File: src/hw/port_power_pkg.sv
// shared constants, register map and carrier types for port power control
package port_power_pkg;

    // port count and bus widths
    localparam int          NUM_PORTS       = 4;
    localparam int          ADDR_W          = 8;
    localparam int          DATA_W          = 32;

    // clock rate and sampling of the shared pins
    localparam int          CLK_HZ          = 10_000_000;
    localparam int          SAMPLE_US       = 100;
    localparam int          SAMPLE_CYCLES   = (CLK_HZ / 1_000_000) * SAMPLE_US;

    // single low pulse assertion time, a least time: round up
    localparam int          OCS_SINGLE_MS   = 5;
    localparam int          SINGLE_SAMPLES  =
        (OCS_SINGLE_MS * 1000 + SAMPLE_US - 1) / SAMPLE_US;

    // double low pulse window, a longest time: round down
    localparam int          OCS_DOUBLE_MS   = 20;
    localparam int          DOUBLE_SAMPLES  =
        (OCS_DOUBLE_MS * 1000) / SAMPLE_US;

    // blanking after power on, hides the inrush dip
    localparam int          BLANK_US        = 1000;
    localparam int          BLANK_SAMPLES   =
        (BLANK_US + SAMPLE_US - 1) / SAMPLE_US;

    // counter widths
    localparam int          DIV_W           = 10;
    localparam int          RUN_W           = 8;
    localparam int          WIN_W           = 8;
    localparam int          BLANK_W         = 4;

    // register byte offsets
    localparam logic [7:0]  OFS_CTRL        = 8'h00;
    localparam logic [7:0]  OFS_POWER       = 8'h04;
    localparam logic [7:0]  OFS_BC_EN       = 8'h08;
    localparam logic [7:0]  OFS_CHG_SUPPLY  = 8'h0C;
    localparam logic [7:0]  OFS_STATUS      = 8'h10;
    localparam logic [7:0]  OFS_INT_STAT    = 8'h14;
    localparam logic [7:0]  OFS_INT_MASK    = 8'h18;
    localparam logic [7:0]  OFS_PGOOD       = 8'h1C;

    // control field positions
    localparam int          CTRL_GANGED_BIT = 0;
    localparam int          CTRL_PROC_BIT   = 1;
    localparam int          CTRL_POLY_BIT   = 2;

    // reset values
    localparam logic [2:0]  CTRL_RST        = 3'h0;
    localparam logic [3:0]  PORT_RST        = 4'h0;
    localparam logic [7:0]  PGOOD_RST       = 8'h32;
    localparam logic [31:0] RDATA_RST       = 32'h0000_0000;

    // control register fields
    typedef struct packed {
        logic poly_fuse;   // poly fuse in place of power switches
        logic proc_src;    // processor register owns port power
        logic ganged;      // one common pin for all ports
    } ctrl_t;

    // drive of one group of open-drain shared pins
    typedef struct packed {
        logic [NUM_PORTS-1:0] out;    // level driven while enabled
        logic [NUM_PORTS-1:0] oe;     // high while the pin is driven
        logic [NUM_PORTS-1:0] pu_en;  // internal pull-up enable
    } pin_drive_t;

    // drive of the single ganged pin
    typedef struct packed {
        logic out;
        logic oe;
        logic pu_en;
    } gang_drive_t;

endpackage : port_power_pkg

File: src/hw/hub_port_power.sv
// downstream port power switching and over-current detection on shared pins
// Behaviour
// - battery charging can be enabled per port through a software mask
// - charging supply presence shown per port by releasing that port's pin
// - one open-drain pin per port carries power enable and fault sense
// - port power comes from hub logic or from the processor register
// - ganged or combined port control arrangement is selectable
// - ganged: one common pin switches and senses all ports together
// - combined: each port has its own independent pin
// - power off: pin driven low and internal pull-up switched off
// - power on: driver released, pull-up on, pin acts open drain
// - pin sampled continuously while the port is powered
// - consecutive low samples for the single pulse time mean over-current
// - two low groups within the double pulse window mean over-current
// - transient dips such as power-up inrush are filtered out
// - poly fuse uses same drive and sense; open fuse low is a fault
// - poly fuse mode reports zero power-on-to-power-good delay fields
module hub_port_power
    import port_power_pkg::*;
#(
    parameter int SAMPLE_DIV = SAMPLE_CYCLES  // cycles per pin sample
) (
    input  wire logic                  clk,              // 10 MHz core clock
    input  wire logic                  rst,              // sync reset, high
    input  wire logic [ADDR_W-1:0]     reg_addr,         // register byte addr
    input  wire logic [DATA_W-1:0]     reg_wdata,        // write data
    input  wire logic                  reg_wr,           // write strobe
    input  wire logic                  reg_rd,           // read strobe
    output logic      [DATA_W-1:0]     reg_rdata,        // read data, next cycle
    output logic                       irq,              // level interrupt
    input  wire logic [NUM_PORTS-1:0]  hub_power_req,    // hub logic requests
    input  wire logic [NUM_PORTS-1:0]  port_power_sense_pins_in, // pin levels
    output pin_drive_t                 port_power_sense_pins,    // pin drive
    input  wire logic                  ganged_power_sense_pin_in, // gang level
    output gang_drive_t                ganged_power_sense_pin,   // gang drive
    output logic [NUM_PORTS-1:0]       oc_change,        // fault pulses
    output logic [NUM_PORTS-1:0]       oc_active,        // latched faults
    output logic [7:0]                 power_good_delay_field_hs, // hs field
    output logic [7:0]                 power_good_delay_field_ss  // ss field
);

    // software registers
    ctrl_t                ctrl_ff;
    logic [NUM_PORTS-1:0] power_reg_ff;
    logic [NUM_PORTS-1:0] bc_en_ff;
    logic [NUM_PORTS-1:0] chg_supply_ff;
    logic [NUM_PORTS-1:0] int_stat_ff;
    logic [NUM_PORTS-1:0] int_mask_ff;
    logic [7:0]           pgood_hs_ff;
    logic [7:0]           pgood_ss_ff;
    logic [DATA_W-1:0]    rdata_ff;
    logic                 irq_ff;

    // power and fault state
    logic [NUM_PORTS-1:0] on_ff;
    logic                 gang_on_ff;
    logic [NUM_PORTS-1:0] oc_lat_ff;
    logic [NUM_PORTS-1:0] hit_ff;
    logic [NUM_PORTS-1:0] sense_ff;

    // sample divider
    logic [DIV_W-1:0]     div_ff;
    logic                 tick_ff;

    // combinational helpers
    logic [NUM_PORTS-1:0] req;
    logic                 gang_req;
    logic [NUM_PORTS-1:0] chg_on;
    logic [NUM_PORTS-1:0] nxt_on;
    logic                 nxt_gang_on;
    logic [NUM_PORTS-1:0] det_powered;
    logic [NUM_PORTS-1:0] det_low;
    logic                 wr_ctrl;
    logic                 rd_int;
    logic [DATA_W-1:0]    nxt_rdata;

    assign wr_ctrl = reg_wr && (reg_addr == OFS_CTRL);
    assign rd_int  = reg_rd && (reg_addr == OFS_INT_STAT);

    // register writes; processor power bits only steer when proc_src is set
    always_ff @(posedge clk) begin
        if (rst) begin
            ctrl_ff       <= ctrl_t'(CTRL_RST);
            power_reg_ff  <= PORT_RST;
            bc_en_ff      <= PORT_RST;
            chg_supply_ff <= PORT_RST;
            int_mask_ff   <= PORT_RST;
            pgood_hs_ff   <= PGOOD_RST;
            pgood_ss_ff   <= PGOOD_RST;
        end else if (reg_wr) begin
            unique case (reg_addr)
                OFS_CTRL:       ctrl_ff       <= ctrl_t'(reg_wdata[2:0]);
                OFS_POWER:      power_reg_ff  <= reg_wdata[3:0];
                OFS_BC_EN:      bc_en_ff      <= reg_wdata[3:0];
                OFS_CHG_SUPPLY: chg_supply_ff <= reg_wdata[3:0];
                OFS_INT_MASK:   int_mask_ff   <= reg_wdata[3:0];
                OFS_PGOOD: begin
                    pgood_hs_ff <= reg_wdata[7:0];
                    pgood_ss_ff <= reg_wdata[15:8];
                end
                default: ;
            endcase
        end
    end

    // read mux; unmapped offsets read as zero
    always_comb begin
        nxt_rdata = '0;
        unique case (reg_addr)
            OFS_CTRL:       nxt_rdata[2:0]  = ctrl_ff;
            OFS_POWER:      nxt_rdata[3:0]  = power_reg_ff;
            OFS_BC_EN:      nxt_rdata[3:0]  = bc_en_ff;
            OFS_CHG_SUPPLY: nxt_rdata[3:0]  = chg_supply_ff;
            OFS_STATUS: begin
                nxt_rdata[3:0]   = on_ff;
                nxt_rdata[7:4]   = oc_lat_ff;
                nxt_rdata[11:8]  = port_power_sense_pins_in;
                nxt_rdata[12]    = gang_on_ff;
                nxt_rdata[13]    = ganged_power_sense_pin_in;
            end
            OFS_INT_STAT:   nxt_rdata[3:0]  = int_stat_ff;
            OFS_INT_MASK:   nxt_rdata[3:0]  = int_mask_ff;
            OFS_PGOOD: begin
                nxt_rdata[7:0]  = pgood_hs_ff;
                nxt_rdata[15:8] = pgood_ss_ff;
            end
            default:        nxt_rdata       = '0;
        endcase
    end

    // read data stands only in the cycle after the strobe
    always_ff @(posedge clk) begin
        if (rst) begin
            rdata_ff <= RDATA_RST;
        end else if (reg_rd) begin
            rdata_ff <= nxt_rdata;
        end else begin
            rdata_ff <= RDATA_RST;
        end
    end

    // sticky fault status, cleared by reading it; a new fault beats the clear
    always_ff @(posedge clk) begin
        if (rst) begin
            int_stat_ff <= PORT_RST;
        end else begin
            int_stat_ff <= (rd_int ? PORT_RST : int_stat_ff) | hit_ff;
        end
    end

    // interrupt level, one cycle behind the status bits
    always_ff @(posedge clk) begin
        if (rst) begin
            irq_ff <= 1'b0;
        end else begin
            irq_ff <= |(int_stat_ff & int_mask_ff);
        end
    end

    // power source selection and charging release
    always_comb begin
        req         = ctrl_ff.proc_src ? power_reg_ff : hub_power_req;
        gang_req    = |req;
        chg_on      = bc_en_ff & chg_supply_ff;
        nxt_gang_on = ctrl_ff.ganged && gang_req && !oc_lat_ff[0];
        if (ctrl_ff.ganged) begin
            nxt_on = chg_on;
        end else begin
            nxt_on = (req & ~oc_lat_ff) | chg_on;
        end
    end

    // pin state registers: driver and pull-up follow these
    always_ff @(posedge clk) begin
        if (rst) begin
            on_ff      <= PORT_RST;
            gang_on_ff <= 1'b0;
        end else begin
            on_ff      <= nxt_on;
            gang_on_ff <= nxt_gang_on;
        end
    end

    // open-drain drive: low with pull-up off when off, released when on
    always_comb begin
        port_power_sense_pins.out   = '0;
        port_power_sense_pins.oe    = ~on_ff;
        port_power_sense_pins.pu_en = on_ff;
        ganged_power_sense_pin.out   = 1'b0;
        ganged_power_sense_pin.oe    = !gang_on_ff;
        ganged_power_sense_pin.pu_en = gang_on_ff;
    end

    // sample rate divider; one pulse every SAMPLE_DIV cycles
    always_ff @(posedge clk) begin
        if (rst) begin
            div_ff  <= '0;
            tick_ff <= 1'b0;
        end else if (div_ff == DIV_W'(SAMPLE_DIV - 1)) begin
            div_ff  <= '0;
            tick_ff <= 1'b1;
        end else begin
            div_ff  <= div_ff + DIV_W'(1);
            tick_ff <= 1'b0;
        end
    end

    // pins are captured on each sample pulse; in ganged mode port 0 senses the gang pin
    always_ff @(posedge clk) begin
        if (rst) begin
            sense_ff <= {NUM_PORTS{1'b1}};
        end else if (tick_ff) begin
            sense_ff    <= port_power_sense_pins_in;
            if (ctrl_ff.ganged) begin
                sense_ff[0] <= ganged_power_sense_pin_in;
            end
        end
    end

    // detector inputs; poly fuse uses the same path, an open fuse reads low
    always_comb begin
        det_low     = ~sense_ff;
        det_powered = ctrl_ff.ganged ? {{(NUM_PORTS-1){1'b0}}, gang_on_ff}
                                     : on_ff;
    end

    // one over-current detector per port
    for (genvar i = 0; i < NUM_PORTS; i++) begin : g_det
        logic [RUN_W-1:0]   run_ff;
        logic [WIN_W-1:0]   win_ff;
        logic               win_act_ff;
        logic               prev_low_ff;
        logic [BLANK_W-1:0] blank_ff;
        logic               hit_one_ff;
        logic               armed;
        logic               start;

        // each port keeps its own pulse flop so one process drives each bit
        assign hit_ff[i] = hit_one_ff;
        assign armed = (blank_ff == BLANK_W'(BLANK_SAMPLES));
        assign start = det_low[i] && !prev_low_ff;

        // blanking after power on keeps inrush dips from faulting
        always_ff @(posedge clk) begin
            if (rst || !det_powered[i]) begin
                blank_ff <= '0;
            end else if (tick_ff && !armed) begin
                blank_ff <= blank_ff + BLANK_W'(1);
            end
        end

        // low run length and rolling double pulse window
        always_ff @(posedge clk) begin
            if (rst || !det_powered[i] || !armed) begin
                run_ff      <= '0;
                win_ff      <= '0;
                win_act_ff  <= 1'b0;
                prev_low_ff <= 1'b0;
                hit_one_ff  <= 1'b0;
            end else if (tick_ff) begin
                prev_low_ff <= det_low[i];
                hit_one_ff  <= 1'b0;
                if (det_low[i]) begin
                    if (run_ff != RUN_W'(SINGLE_SAMPLES)) begin
                        run_ff <= run_ff + RUN_W'(1);
                    end
                    if (run_ff == RUN_W'(SINGLE_SAMPLES - 1)) begin
                        hit_one_ff <= 1'b1;
                    end
                end else begin
                    run_ff <= '0;
                end
                if (start && win_act_ff) begin
                    hit_one_ff <= 1'b1;
                    win_act_ff <= 1'b0;
                end else if (start) begin
                    win_act_ff <= 1'b1;
                    win_ff     <= '0;
                end else if (win_act_ff) begin
                    // window closes once its span has passed
                    if (win_ff == WIN_W'(DOUBLE_SAMPLES - 2)) begin
                        win_act_ff <= 1'b0;
                    end
                    win_ff <= win_ff + WIN_W'(1);
                end
            end else begin
                hit_one_ff <= 1'b0;
            end
        end
    end

    // latched fault: power stays off until the request is withdrawn, except on a port whose charging is released
    always_ff @(posedge clk) begin
        if (rst) begin
            oc_lat_ff <= PORT_RST;
        end else begin
            // a fault in the same cycle as the withdrawal still latches
            if (ctrl_ff.ganged) begin
                oc_lat_ff[0] <= (oc_lat_ff[0] & gang_req) | hit_ff[0];
            end else begin
                oc_lat_ff <= (oc_lat_ff & req) | hit_ff;
            end
        end
    end

    // descriptor delay fields forced to zero for poly fuse boards
    always_comb begin
        power_good_delay_field_hs = ctrl_ff.poly_fuse ? 8'h00
                                                      : pgood_hs_ff;
        power_good_delay_field_ss = ctrl_ff.poly_fuse ? 8'h00
                                                      : pgood_ss_ff;
    end

    // outputs
    assign reg_rdata = rdata_ff;
    assign irq       = irq_ff;
    assign oc_change = hit_ff;
    assign oc_active = oc_lat_ff;

    // mode write strobe is left unused; mode changes reach the ports without a drop cycle
    logic unused_wr_ctrl;
    assign unused_wr_ctrl = wr_ctrl;

endmodule : hub_port_power

File: config.mk
export PLATFORM = sky130hd
export DESIGN_NAME = hub_port_power
export DESIGN_NICKNAME = d
export VERILOG_FILES = /design/src/hw/port_power_pkg.sv /design/src/hw/hub_port_power.sv
export SDC_FILE = /design/constraint.sdc
export NUM_CORES = 1
export LEC_CHECK = 0
export BUFFER_PORTS_ARGS = -buffer_cell sky130_fd_sc_hd__buf_2
export CAP_MARGIN = 20
export CORE_AREA = 2 2 186 97
export CTS_CLUSTER_SIZE = 40
export DETAILED_ROUTE_END_ITERATION = 7
export DIE_AREA = 0 0 188 99
export PLACE_DENSITY = 0.81
export RECOVER_POWER = 100
export SKIP_LAST_GASP = 1
export SLEW_MARGIN = 30
export SYNTH_ARGS = -nofsm -noshare
export SYNTH_HDL_FRONTEND = slang
export SYNTH_SLANG_ARGS = --single-unit
File: constraint.sdc
create_clock -name clk -period 3.2 [get_ports clk]
set_input_delay 0.48 -clock clk [delete_from_list [all_inputs] [get_ports clk]]
set_output_delay 0.48 -clock clk [all_outputs]
set_load 0.05 [all_outputs]
# Word-level counts from Yosys, hierarchy flattened
# Cells that the tools add are included.
# totals
reg_bits,188
wordCells,226
# classes
addsub,13
eq_ne,28
muxes,56
n_bitwise,19
n_reduce_logical,65
# ops
cell,count
8-bit 2-to-1 mux,18
8-bit by 1-bit adder with 8-bit output (second input constant),8
8-bit by 5-bit equality test with 1-bit output (second input constant),4
8-bit by 6-bit equality test with 1-bit output (second input constant),4
8-bit equality test (second input constant),4
8-bit by 6-bit != test with 1-bit output (second input constant),4
1-bit 2-to-1 mux,31
3-bit one-hot mux with 8 select lines,1
10-bit one-hot mux with 2 select lines,1
2-bit AND reduction,10
4-bit by 1-bit adder with 4-bit output (second input constant),4
4-bit bitwise AND,4
4-bit equality test (second input constant),4
8-bit by 4-bit equality test with 1-bit output (second input constant),2
4-bit 2-to-1 mux,4
1-bit logical AND,15
1-bit logical NOT,14
4-bit inverter,3
4-bit bitwise OR,3
3-bit AND reduction,4
2-bit OR reduction,6
10-bit by 1-bit adder with 10-bit output (second input constant),1
10-bit equality test (second input constant),1
8-bit by 3-bit equality test with 1-bit output (second input constant),1
10 further kinds,30

# Logic depth before layout (Yosys ltp)
# Gate-level depths: netlist of run 1.
# depth
word_depth,5
depth_mapped,8

# Worst setup path after synthesis of run 1
# OpenSTA, ideal clock, no wires.
# synth_path
kind,input to register
startpoint,in reg_addr[5]
endpoint,reg power_reg_ff[0]
arrival_time_ps,1656
path_slack_ps,1417
cell_stages,7
path_cell_list,or3_1 > buf_6 > nor3b_4 > buf_6 > nand3_4 > mux2i_1 > nor2_1
# synth_via
elab_chain_len,2
# synth_rtl
element,line,source
"start, declared",hub_port_power.sv:25,"input wire logic [ADDR_W-1:0] reg_addr,"
8-bit by 3-bit equality test with 1-bit output,hub_port_power.sv:91,unique case (reg_addr)
2-bit AND reduction (no line),--,
"end signal, assigned",hub_port_power.sv:93,OFS_POWER: power_reg_ff <= reg_wdata[3:0];
"end, declared",hub_port_power.sv:44,logic [NUM_PORTS-1:0] power_reg_ff;
# No other way between the ends.
# A chain may end at the register's enable or synchronous reset.

# Final worst setup path of run 1
# layout_path
startpoint,reg tick_ff
endpoint,reg g_det[3].run_ff[7]
# layout_via
elab_chain_len,1
# layout_rtl
element,line,source
"start, declared",hub_port_power.sv:63,logic tick_ff;
"start signal, assigned",hub_port_power.sv:198,tick_ff <= 1'b0;
"start signal, assigned",hub_port_power.sv:201,tick_ff <= 1'b1;
"start signal, assigned",hub_port_power.sv:204,tick_ff <= 1'b0;
2-bit AND reduction (no line),--,
"end signal, assigned",hub_port_power.sv:265,run_ff <= run_ff + RUN_W'(1);
"end, declared",hub_port_power.sv:229,logic [RUN_W-1:0] run_ff;
# No other way between the ends.

==> out/results.ini, run 1 <==
[synth]
synth-compound-area-share_pct = 12.0
yosys-mux-area-fraction_pct = 3.76
yosys_warnings = 0
postSynthCellCount = 949
synth_flop_cell = sky130_fd_sc_hd__dfxtp_1
synth_xor_xnor_area_share_pct = 4.92
synthAdderAreaFrac_pct = 5.04
synthTopCellsByArea = sky130_fd_sc_hd__dfxtp_1, sky130_fd_sc_hd__nor2_1, sky130_fd_sc_hd__ha_1, sky130_fd_sc_hd__a21oi_1, sky130_fd_sc_hd__xor2_1
postSynthRegisterBits = 172
synth_async_sr_flop_share_pct = 0
synth.lib_cells_used.distinct = 60
synth_top_family_by_area = simple AND/OR/NAND/NOR gates
synth_seq_area_share_pct = 42.0
post-synth-top-area-cell = sky130_fd_sc_hd__dfxtp_1
postSynthAreaPerCell_um2 = 8.64
synth-edff-count = 0
synthesis.area_mm2 = 0.00820
synth-simple-area-share_pct = 26.4
synthDominantCellAreaShare_pct = 42.0

[sta]
maxClockFrequency_mhz = 394
report.final.setup_viol = 0
postLayoutSetupSlackWorst_ns = 0.659
holdWs_ns = 0.273
timing.setup.tns_ns = 0
final_period_minus_worst_setup_slack_ns = 2.54
fin_crit_sh_pct = 79.4
skew_ns = 0.0102
slew-limit-headroom_pct = 22.3
max_slew.worst_pin.slew_ns = 1.16
maxSlewViolCount = 0
final_hold_violations = 0
rsz_0062_raised_after_global_routing = no

[placed_design]
dp_cells = 1232
place.gp.congestion = 0.886
dp_hpwl_mm = 13.6
portBuffers = 87
postPlaceCellArea_mm2 = 0.00868
placement.setup.worst_slack_ns = 0.986

[clock_tree]
post-cts-setup-buffer-count = 0
cts.sink_count = 172
cts_repair_resize_count = 0
clock_tree.root_cell = sky130_fd_sc_hd__clkbuf_16
cts-root-to-sink-buffers = 2
worstSkewPairLatency_ns = 0.43
cts_htree_levels = 4
tritoncts = done
cts_made_buffers = 17
post_cts_hold_buffer_count = 0
clkTransAtPathRegs_ns = 0.07

[setup_path]
setup.worst_path.class = reg2reg
timing.rr.start = tick_ff
critical_path.cell_chain = clkbuf_1 -> o21ai_0 -> or4_1 -> a31oi_1
crit_path_end_kind = flop
critical_path.endpoint = g_det[3].run_ff[7]
critPathMaxFanout = 18
reg2reg_depth = 4
worst_path_max_delay_cell = sky130_fd_sc_hd__dfxtp_1
cp_data_arrival_time_ns = 2.88
start_kind = flop
data_required_time_at_the_worst_endpoint_ns = 3.54
worst_path_largest_cell_delay_ns = 0.71
r2r_slack_ns = 0.66
worstReg2RegEnd = g_det[3].run_ff[7]
critPathLaunch = tick_ff

[pwr]
power.share.sequential_pct = 47.7
ir_worst_vdd_uv = 378
power.net_switching_mw = 1.06
int_power_mw = 3.45
post-layout-total-power_mw = 4.52
power-per-cell-area_mw_per_mm2 = 491
p_comb_share_pct = 4.1
leakage_nw = 3.32
sw_share_pct = 23.5
power_frac_clock_pct = 48.3

[die]
io-pin-count = 125
die_w_um = 188
placementRows = 34
floorplan.die_area_mm2 = 0.0186
starting_density_pct = 48.3
core_area_mm2 = 0.0170
die_y_um = 99

[run_status]
outcome = finished clean

[detailed_routing]
initialDrtViolationCount = 462
via_count = 6853
detail_route.vias_per_cell = 5.42
drtPass1Iterations = 5
overall_routed_net_length_mm = 18.9
ant_nets = 0
avg_wl_per_cell_um = 15.0
post-route-drc-count = 0

[flow_run]
maxCapViolCount = 0

[final_layout]
layout.core_utilization_pct = 54.2
layout-drive-gt1-share_pct = 8.74
design_area_mm2 = 0.00920
num_antenna_cells = 0
final_cells = 1264
flow.area_growth_from_synthesis_pct = 12.2
fillers = 1525
finish.net_count = 1103

[global_route]
via_count_of_the_first_global_routing_pass = 6139
groute.usage.overall_pct = 20.4
number_of_antenna_violations_at_the_first_check_in_global_routing = 0
grt_first_pass_wirelength_mm = 30.5
maximum_number_of_pins_on_one_net_before_global_route_repair = 38
grt.overflow.total = 0

[min_path]
hold_class = in2reg

## flip-flops by register name, indices dropped and copies added, names as in the netlist
register	flops
chg_supply_ff	4
irq	1
div_ff	10
g_det.win_ff	32
g_det.prev_low_ff	4
gang_on_ff	1
sense_ff	4
bc_en_ff	4
power_reg_ff	4
int_mask_ff	4
oc_active	4
g_det.win_act_ff	4
pgood_ss_ff	8
pgood_hs_ff	8
g_det.run_ff	32
on_ff	4
tick_ff	1
ctrl_ff	3
g_det.hit_one_ff	4
g_det.blank_ff	16
int_stat_ff	4
reg_rdata	16
## cells in the mapped netlist, types with 5 or more instances
library cell	instances
sky130_fd_sc_hd__a22oi_1	5
sky130_fd_sc_hd__nor2_1	136
sky130_fd_sc_hd__and2_1	11
sky130_fd_sc_hd__nand4b_1	6
sky130_fd_sc_hd__a211oi_1	6
sky130_fd_sc_hd__nand3b_1	17
sky130_fd_sc_hd__clkbuf_1	25
sky130_fd_sc_hd__nand4_1	19
sky130_fd_sc_hd__xnor2_1	11
sky130_fd_sc_hd__ha_1	33
sky130_fd_sc_hd__nor3_1	17
sky130_fd_sc_hd__dfxtp_1	172
sky130_fd_sc_hd__nand2_1	75
sky130_fd_sc_hd__a22o_1	10
sky130_fd_sc_hd__or3_1	13
sky130_fd_sc_hd__or2_2	5
sky130_fd_sc_hd__nor4_1	7
sky130_fd_sc_hd__nand2b_1	7
sky130_fd_sc_hd__nand3_1	37
sky130_fd_sc_hd__and3_1	9
sky130_fd_sc_hd__o21ai_0	29
sky130_fd_sc_hd__buf_4	27
sky130_fd_sc_hd__and4_1	7
sky130_fd_sc_hd__inv_1	28
sky130_fd_sc_hd__buf_2	10
sky130_fd_sc_hd__mux2i_1	24
sky130_fd_sc_hd__a21oi_1	82
sky130_fd_sc_hd__xor2_1	35
sky130_fd_sc_hd__nor2b_1	25
sky130_fd_sc_hd__a31oi_1	9
## per-layer routing
metal / vias up / GRT usage [%] / wire length [µm]
met1: 3203 / 30.0 / 9440
met2: 247 / 28.2 / 7410
met4: 0 / 5.94 / 203
li1: 3379 / - / -
met3: 24 / 6.41 / 1840
met5: - / 0 / 0
## logic make-up (layout without fill, tap and decap cells)
logic type               count (synthesis)  in the layout
AO/OA/AOI/OAI                          162            162
XOR/XNOR                                46             46
adder cells (fa/ha/maj)                 33             33
buffers and inverters                   92            153
flip-flops                             172            172
multiplexers                            27             27
other                                    1             21
AND/OR/NAND/NOR                        416            416
## worst max-delay path: cells and delay by family (launching register included)
kind / cells / cell delay, ns
AO/OA/AOI/OAI: 2 / 0.65
buffers and inverters: 1 / 0.49
AND/OR/NAND/NOR: 1 / 0.61
flip-flops: 1 / 0.71
## area by class of cell
cell class	instances	area, µm²	area share (%)
clock buffers	19	443	4.82
repair buffers	93	399	4.34
flip-flops and latches	172	3440	37.4
well taps	234	293	3.18
multi-input cells	705	4340	47.2
clock inverters	13	175	1.91
inverters	28	105	1.14
## cell usage in the layout (no fill, tap or decap), types with 24 or more instances in the layout
cell,synthesis,routed
sky130_fd_sc_hd__ha_1,33,33
sky130_fd_sc_hd__nor2_1,136,136
sky130_fd_sc_hd__nand3_1,37,38
sky130_fd_sc_hd__buf_2,10,34
sky130_fd_sc_hd__nand2_1,75,75
sky130_fd_sc_hd__nor2b_1,25,25
sky130_fd_sc_hd__a21oi_1,82,82
sky130_fd_sc_hd__inv_1,28,28
sky130_fd_sc_hd__mux2i_1,24,24
sky130_fd_sc_hd__clkbuf_1,25,58
sky130_fd_sc_hd__dfxtp_1,172,172
sky130_fd_sc_hd__o21ai_0,29,30
sky130_fd_sc_hd__xor2_1,35,35
## power by group through the flow
stage | clock, mW | combinational (mW) | sequential, mW
finish | 2.18 | 0.185 | 2.15
global route | 2.31 | 0.195 | 2.15
CTS | 2.21 | 0.186 | 2.15
detailed placement | 0 | 0.185 | 2.20
global placement | 0 | 0.183 | 2.20
floorplan | 0 | 0.145 | 2.21
## how the worst min path moves through the flow
stage                  startpoint              to  slack [ns]  cells past startpoint
floorplan               div_ff[0]       div_ff[0]        0.41                      1
global placement        div_ff[0]       div_ff[0]        0.43                      1
detailed placement      div_ff[0]       div_ff[0]        0.44                      1
CTS                 reg_wdata[13]  pgood_ss_ff[5]        0.26                      3
global route        reg_wdata[13]  pgood_ss_ff[5]        0.27                      3
finish              reg_wdata[13]  pgood_ss_ff[5]        0.27                      3
Power figures use the tool's default switching activity.
==> inputs of run 2 (changes only) <==
==> constraint.sdc (replaced) <==
create_clock -name clk -period 2.5 [get_ports clk]
set_input_delay 0.375 -clock clk [delete_from_list [all_inputs] [get_ports clk]]
set_output_delay 0.375 -clock clk [all_outputs]
set_load 0.05 [all_outputs]
==> out/results.ini, run 2 (synthesis results as in run 1) <==
[global_route]
grt.overflow.total = 0  ; unchanged
maximum_number_of_pins_on_one_net_before_global_route_repair = 36  ; -5.3%
number_of_antenna_violations_at_the_first_check_in_global_routing = 0  ; unchanged
via_count_of_the_first_global_routing_pass = 6146  ; +0.11%
groute.usage.overall_pct = 21.0  ; +0.69 points
grt_first_pass_wirelength_mm = 31.5  ; +3.0%

[final_layout]
layout.cells.most_common = sky130_fd_sc_hd__dfxtp_1
layout-drive-gt1-share_pct = 8.30  ; -0.44 points
reg_top3 = g_det.run_ff x32, g_det.win_ff x32
final_cell_mix = sky130_fd_sc_hd__dfxtp_1, sky130_fd_sc_hd__nor2_1, sky130_fd_sc_hd__a21oi_1
num_antenna_cells = 0  ; unchanged
finish.net_count = 1113  ; +0.91%
final_cells = 1270  ; +0.47%
flow.area_growth_from_synthesis_pct = 11.6

[pwr]
int_power_mw = 4.37  ; +27%
ir_worst_vdd_uv = 494  ; +30%
power_frac_clock_pct = 46.6  ; -1.7 points
leakage_nw = 3.33  ; +0.24%
post-layout-total-power_mw = 5.61  ; +24%
power.share.sequential_pct = 49.2  ; +1.5 points
power.net_switching_mw = 1.23  ; +16%
p_comb_share_pct = 4.2  ; about the same
power-per-cell-area_mw_per_mm2 = 613  ; +25%
sw_share_pct = 22.0  ; -1.5 points

[setup_path]
cp_data_arrival_time_ns = 2.50  ; -0.38 ns
cp_top_family = simple AND/OR/NAND/NOR gates
worst_path_max_delay_cell = sky130_fd_sc_hd__dfxtp_1
critical_path.n_buffers_inverters = 1  ; unchanged
critical_path.endpoint = g_det[1].win_ff[5]
start_kind = flop
crit_path_end_kind = flop
timing.critical_path.depth = 6  ; +2
critPathLaunch = tick_ff
worst_path_largest_cell_delay_ns = 0.59  ; -0.12 ns
setup.worst_path.class = reg2reg
critical_path.cell_chain = clkbuf_1 -> and2_0 -> and4_1 -> nand3_1 -> xor2_1 -> nor2_1
critPathMaxFanout = 13  ; -5
r2r_slack_ns = 0.30  ; -0.36 ns
data_required_time_at_the_worst_endpoint_ns = 2.80  ; -0.74 ns
worstReg2RegEnd = g_det[1].win_ff[5]
timing.rr.start = tick_ff
reg2reg_depth = 6  ; +2

[flow_run]
maxCapViolCount = 0  ; unchanged

[detailed_routing]
drtPass1Iterations = 5  ; unchanged
initialDrtViolationCount = 551  ; +19%
avg_wl_per_cell_um = 15.3  ; +2.2%
overall_routed_net_length_mm = 19.4  ; +2.7%
via_count = 6866  ; +0.19%
ant_nets = 0  ; unchanged
detail_route.vias_per_cell = 5.41  ; -0.28%
post-route-drc-count = 0  ; unchanged

[die]
die_w_um = 188  ; unchanged
floorplan.die_area_mm2 = 0.0186  ; unchanged
core_area_mm2 = 0.0170  ; unchanged
io-pin-count = 125  ; unchanged
die_y_um = 99  ; unchanged
starting_density_pct = 48.3  ; unchanged
placementRows = 34  ; unchanged

[run_status]
outcome = finished clean

[clock_tree]
clkTransAtPathRegs_ns = 0.06  ; about the same
post_cts_hold_buffer_count = 0  ; unchanged
worstSkewPairLatency_ns = 0.42  ; about the same
cts-root-to-sink-buffers = 2  ; unchanged
cts.sink_count = 172  ; unchanged
cts_htree_levels = 4  ; unchanged
clock_tree.root_cell = sky130_fd_sc_hd__clkbuf_16
cts_made_buffers = 17  ; unchanged
cts_repair_resize_count = 0  ; unchanged
post-cts-setup-buffer-count = 0  ; unchanged
tritoncts = done

[placed_design]
dp_cells = 1242  ; +0.81%
place.gp.congestion = 0.900  ; +1.5%
portBuffers = 87  ; unchanged
dp_hpwl_mm = 14.1  ; +3.9%

[sta]
rsz_0062_raised_after_global_routing = no
final_hold_violations = 0  ; unchanged
holdWs_ns = 0.181  ; -0.0919 ns
report.final.setup_viol = 0  ; unchanged
slew-limit-headroom_pct = 36.3  ; +14 points
fin_crit_sh_pct = 87.9  ; +8.5 points
maxSlewViolCount = 0  ; unchanged
max_slew.worst_pin.slew_ns = 0.956  ; -0.201 ns
final_period_minus_worst_setup_slack_ns = 2.20  ; -0.344 ns
maxClockFrequency_mhz = 455  ; +16%
skew_ns = 0.00986  ; -0.000375 ns
timing.setup.tns_ns = 0  ; unchanged

[min_path]
worst_hold_startpoint = reg_wdata[13]
hold_class = in2reg

[run 2: power by group through the flow]
stage                     registers (mW)  logic (mW)  clock network (mW)
after floorplan                     2.83       0.186                   0
after global placement              2.82       0.239                   0
after detailed placement            2.82       0.241                   0
after CTS                           2.76       0.241                2.64
after global routing                2.76       0.250                2.77
final                               2.76       0.238                2.61
[run 2: worst min path at each step]
stage | cells past startpoint | endpoint | slack [ns]
detailed placement | 1 | div_ff[0] | 0.44
finish | 3 | pgood_ss_ff[5] | 0.18
CTS | 3 | pgood_ss_ff[5] | 0.17
global route | 3 | pgood_ss_ff[5] | 0.17
global placement | 1 | div_ff[0] | 0.43
floorplan | 1 | div_ff[0] | 0.41
[run 2: cell type report]
cell class              count  area (µm²)
fillers                  1599        7830
multi-input cells         705        4270
flip-flops and latches    172        3440
repair buffers            103         464
clock buffers              20         447
well taps                 234         293
clock inverters             8         121
inverters                  28         105
[run 2: layer usage]
metal	GRT usage, %	up-vias	part of all wire [%]
met1	31.6	3215	51
met4	5.21	0	0.83
li1	-	3393	-
met3	6.55	17	9.3
met5	0	-	0
met2	28.8	241	39
[run 2: through the flow]
| step | cell area, µm² | utilization [%] | setup WS (ns) |
|---|---|---|---|
| after detailed placement | 8750 | 51.5 | 0.504 |
| after global routing | 9140 | 53.9 | 0.192 |
| after floorplan | 8270 | - | 0.758 |
| after CTS | 9320 | 54.9 | 0.512 |
| final | 9140 | 53.9 | 0.303 |
| after global placement | 8750 | 51.5 | 0.544 |
[run 2: worst register-to-register path, stage by stage, from the launching register on]
cell                       delay [ns]
sky130_fd_sc_hd__dfxtp_1         0.59
sky130_fd_sc_hd__clkbuf_1        0.46
sky130_fd_sc_hd__and2_0          0.43
sky130_fd_sc_hd__and4_1          0.30
sky130_fd_sc_hd__nand3_1         0.10
sky130_fd_sc_hd__xor2_1          0.16
sky130_fd_sc_hd__nor2_1          0.05
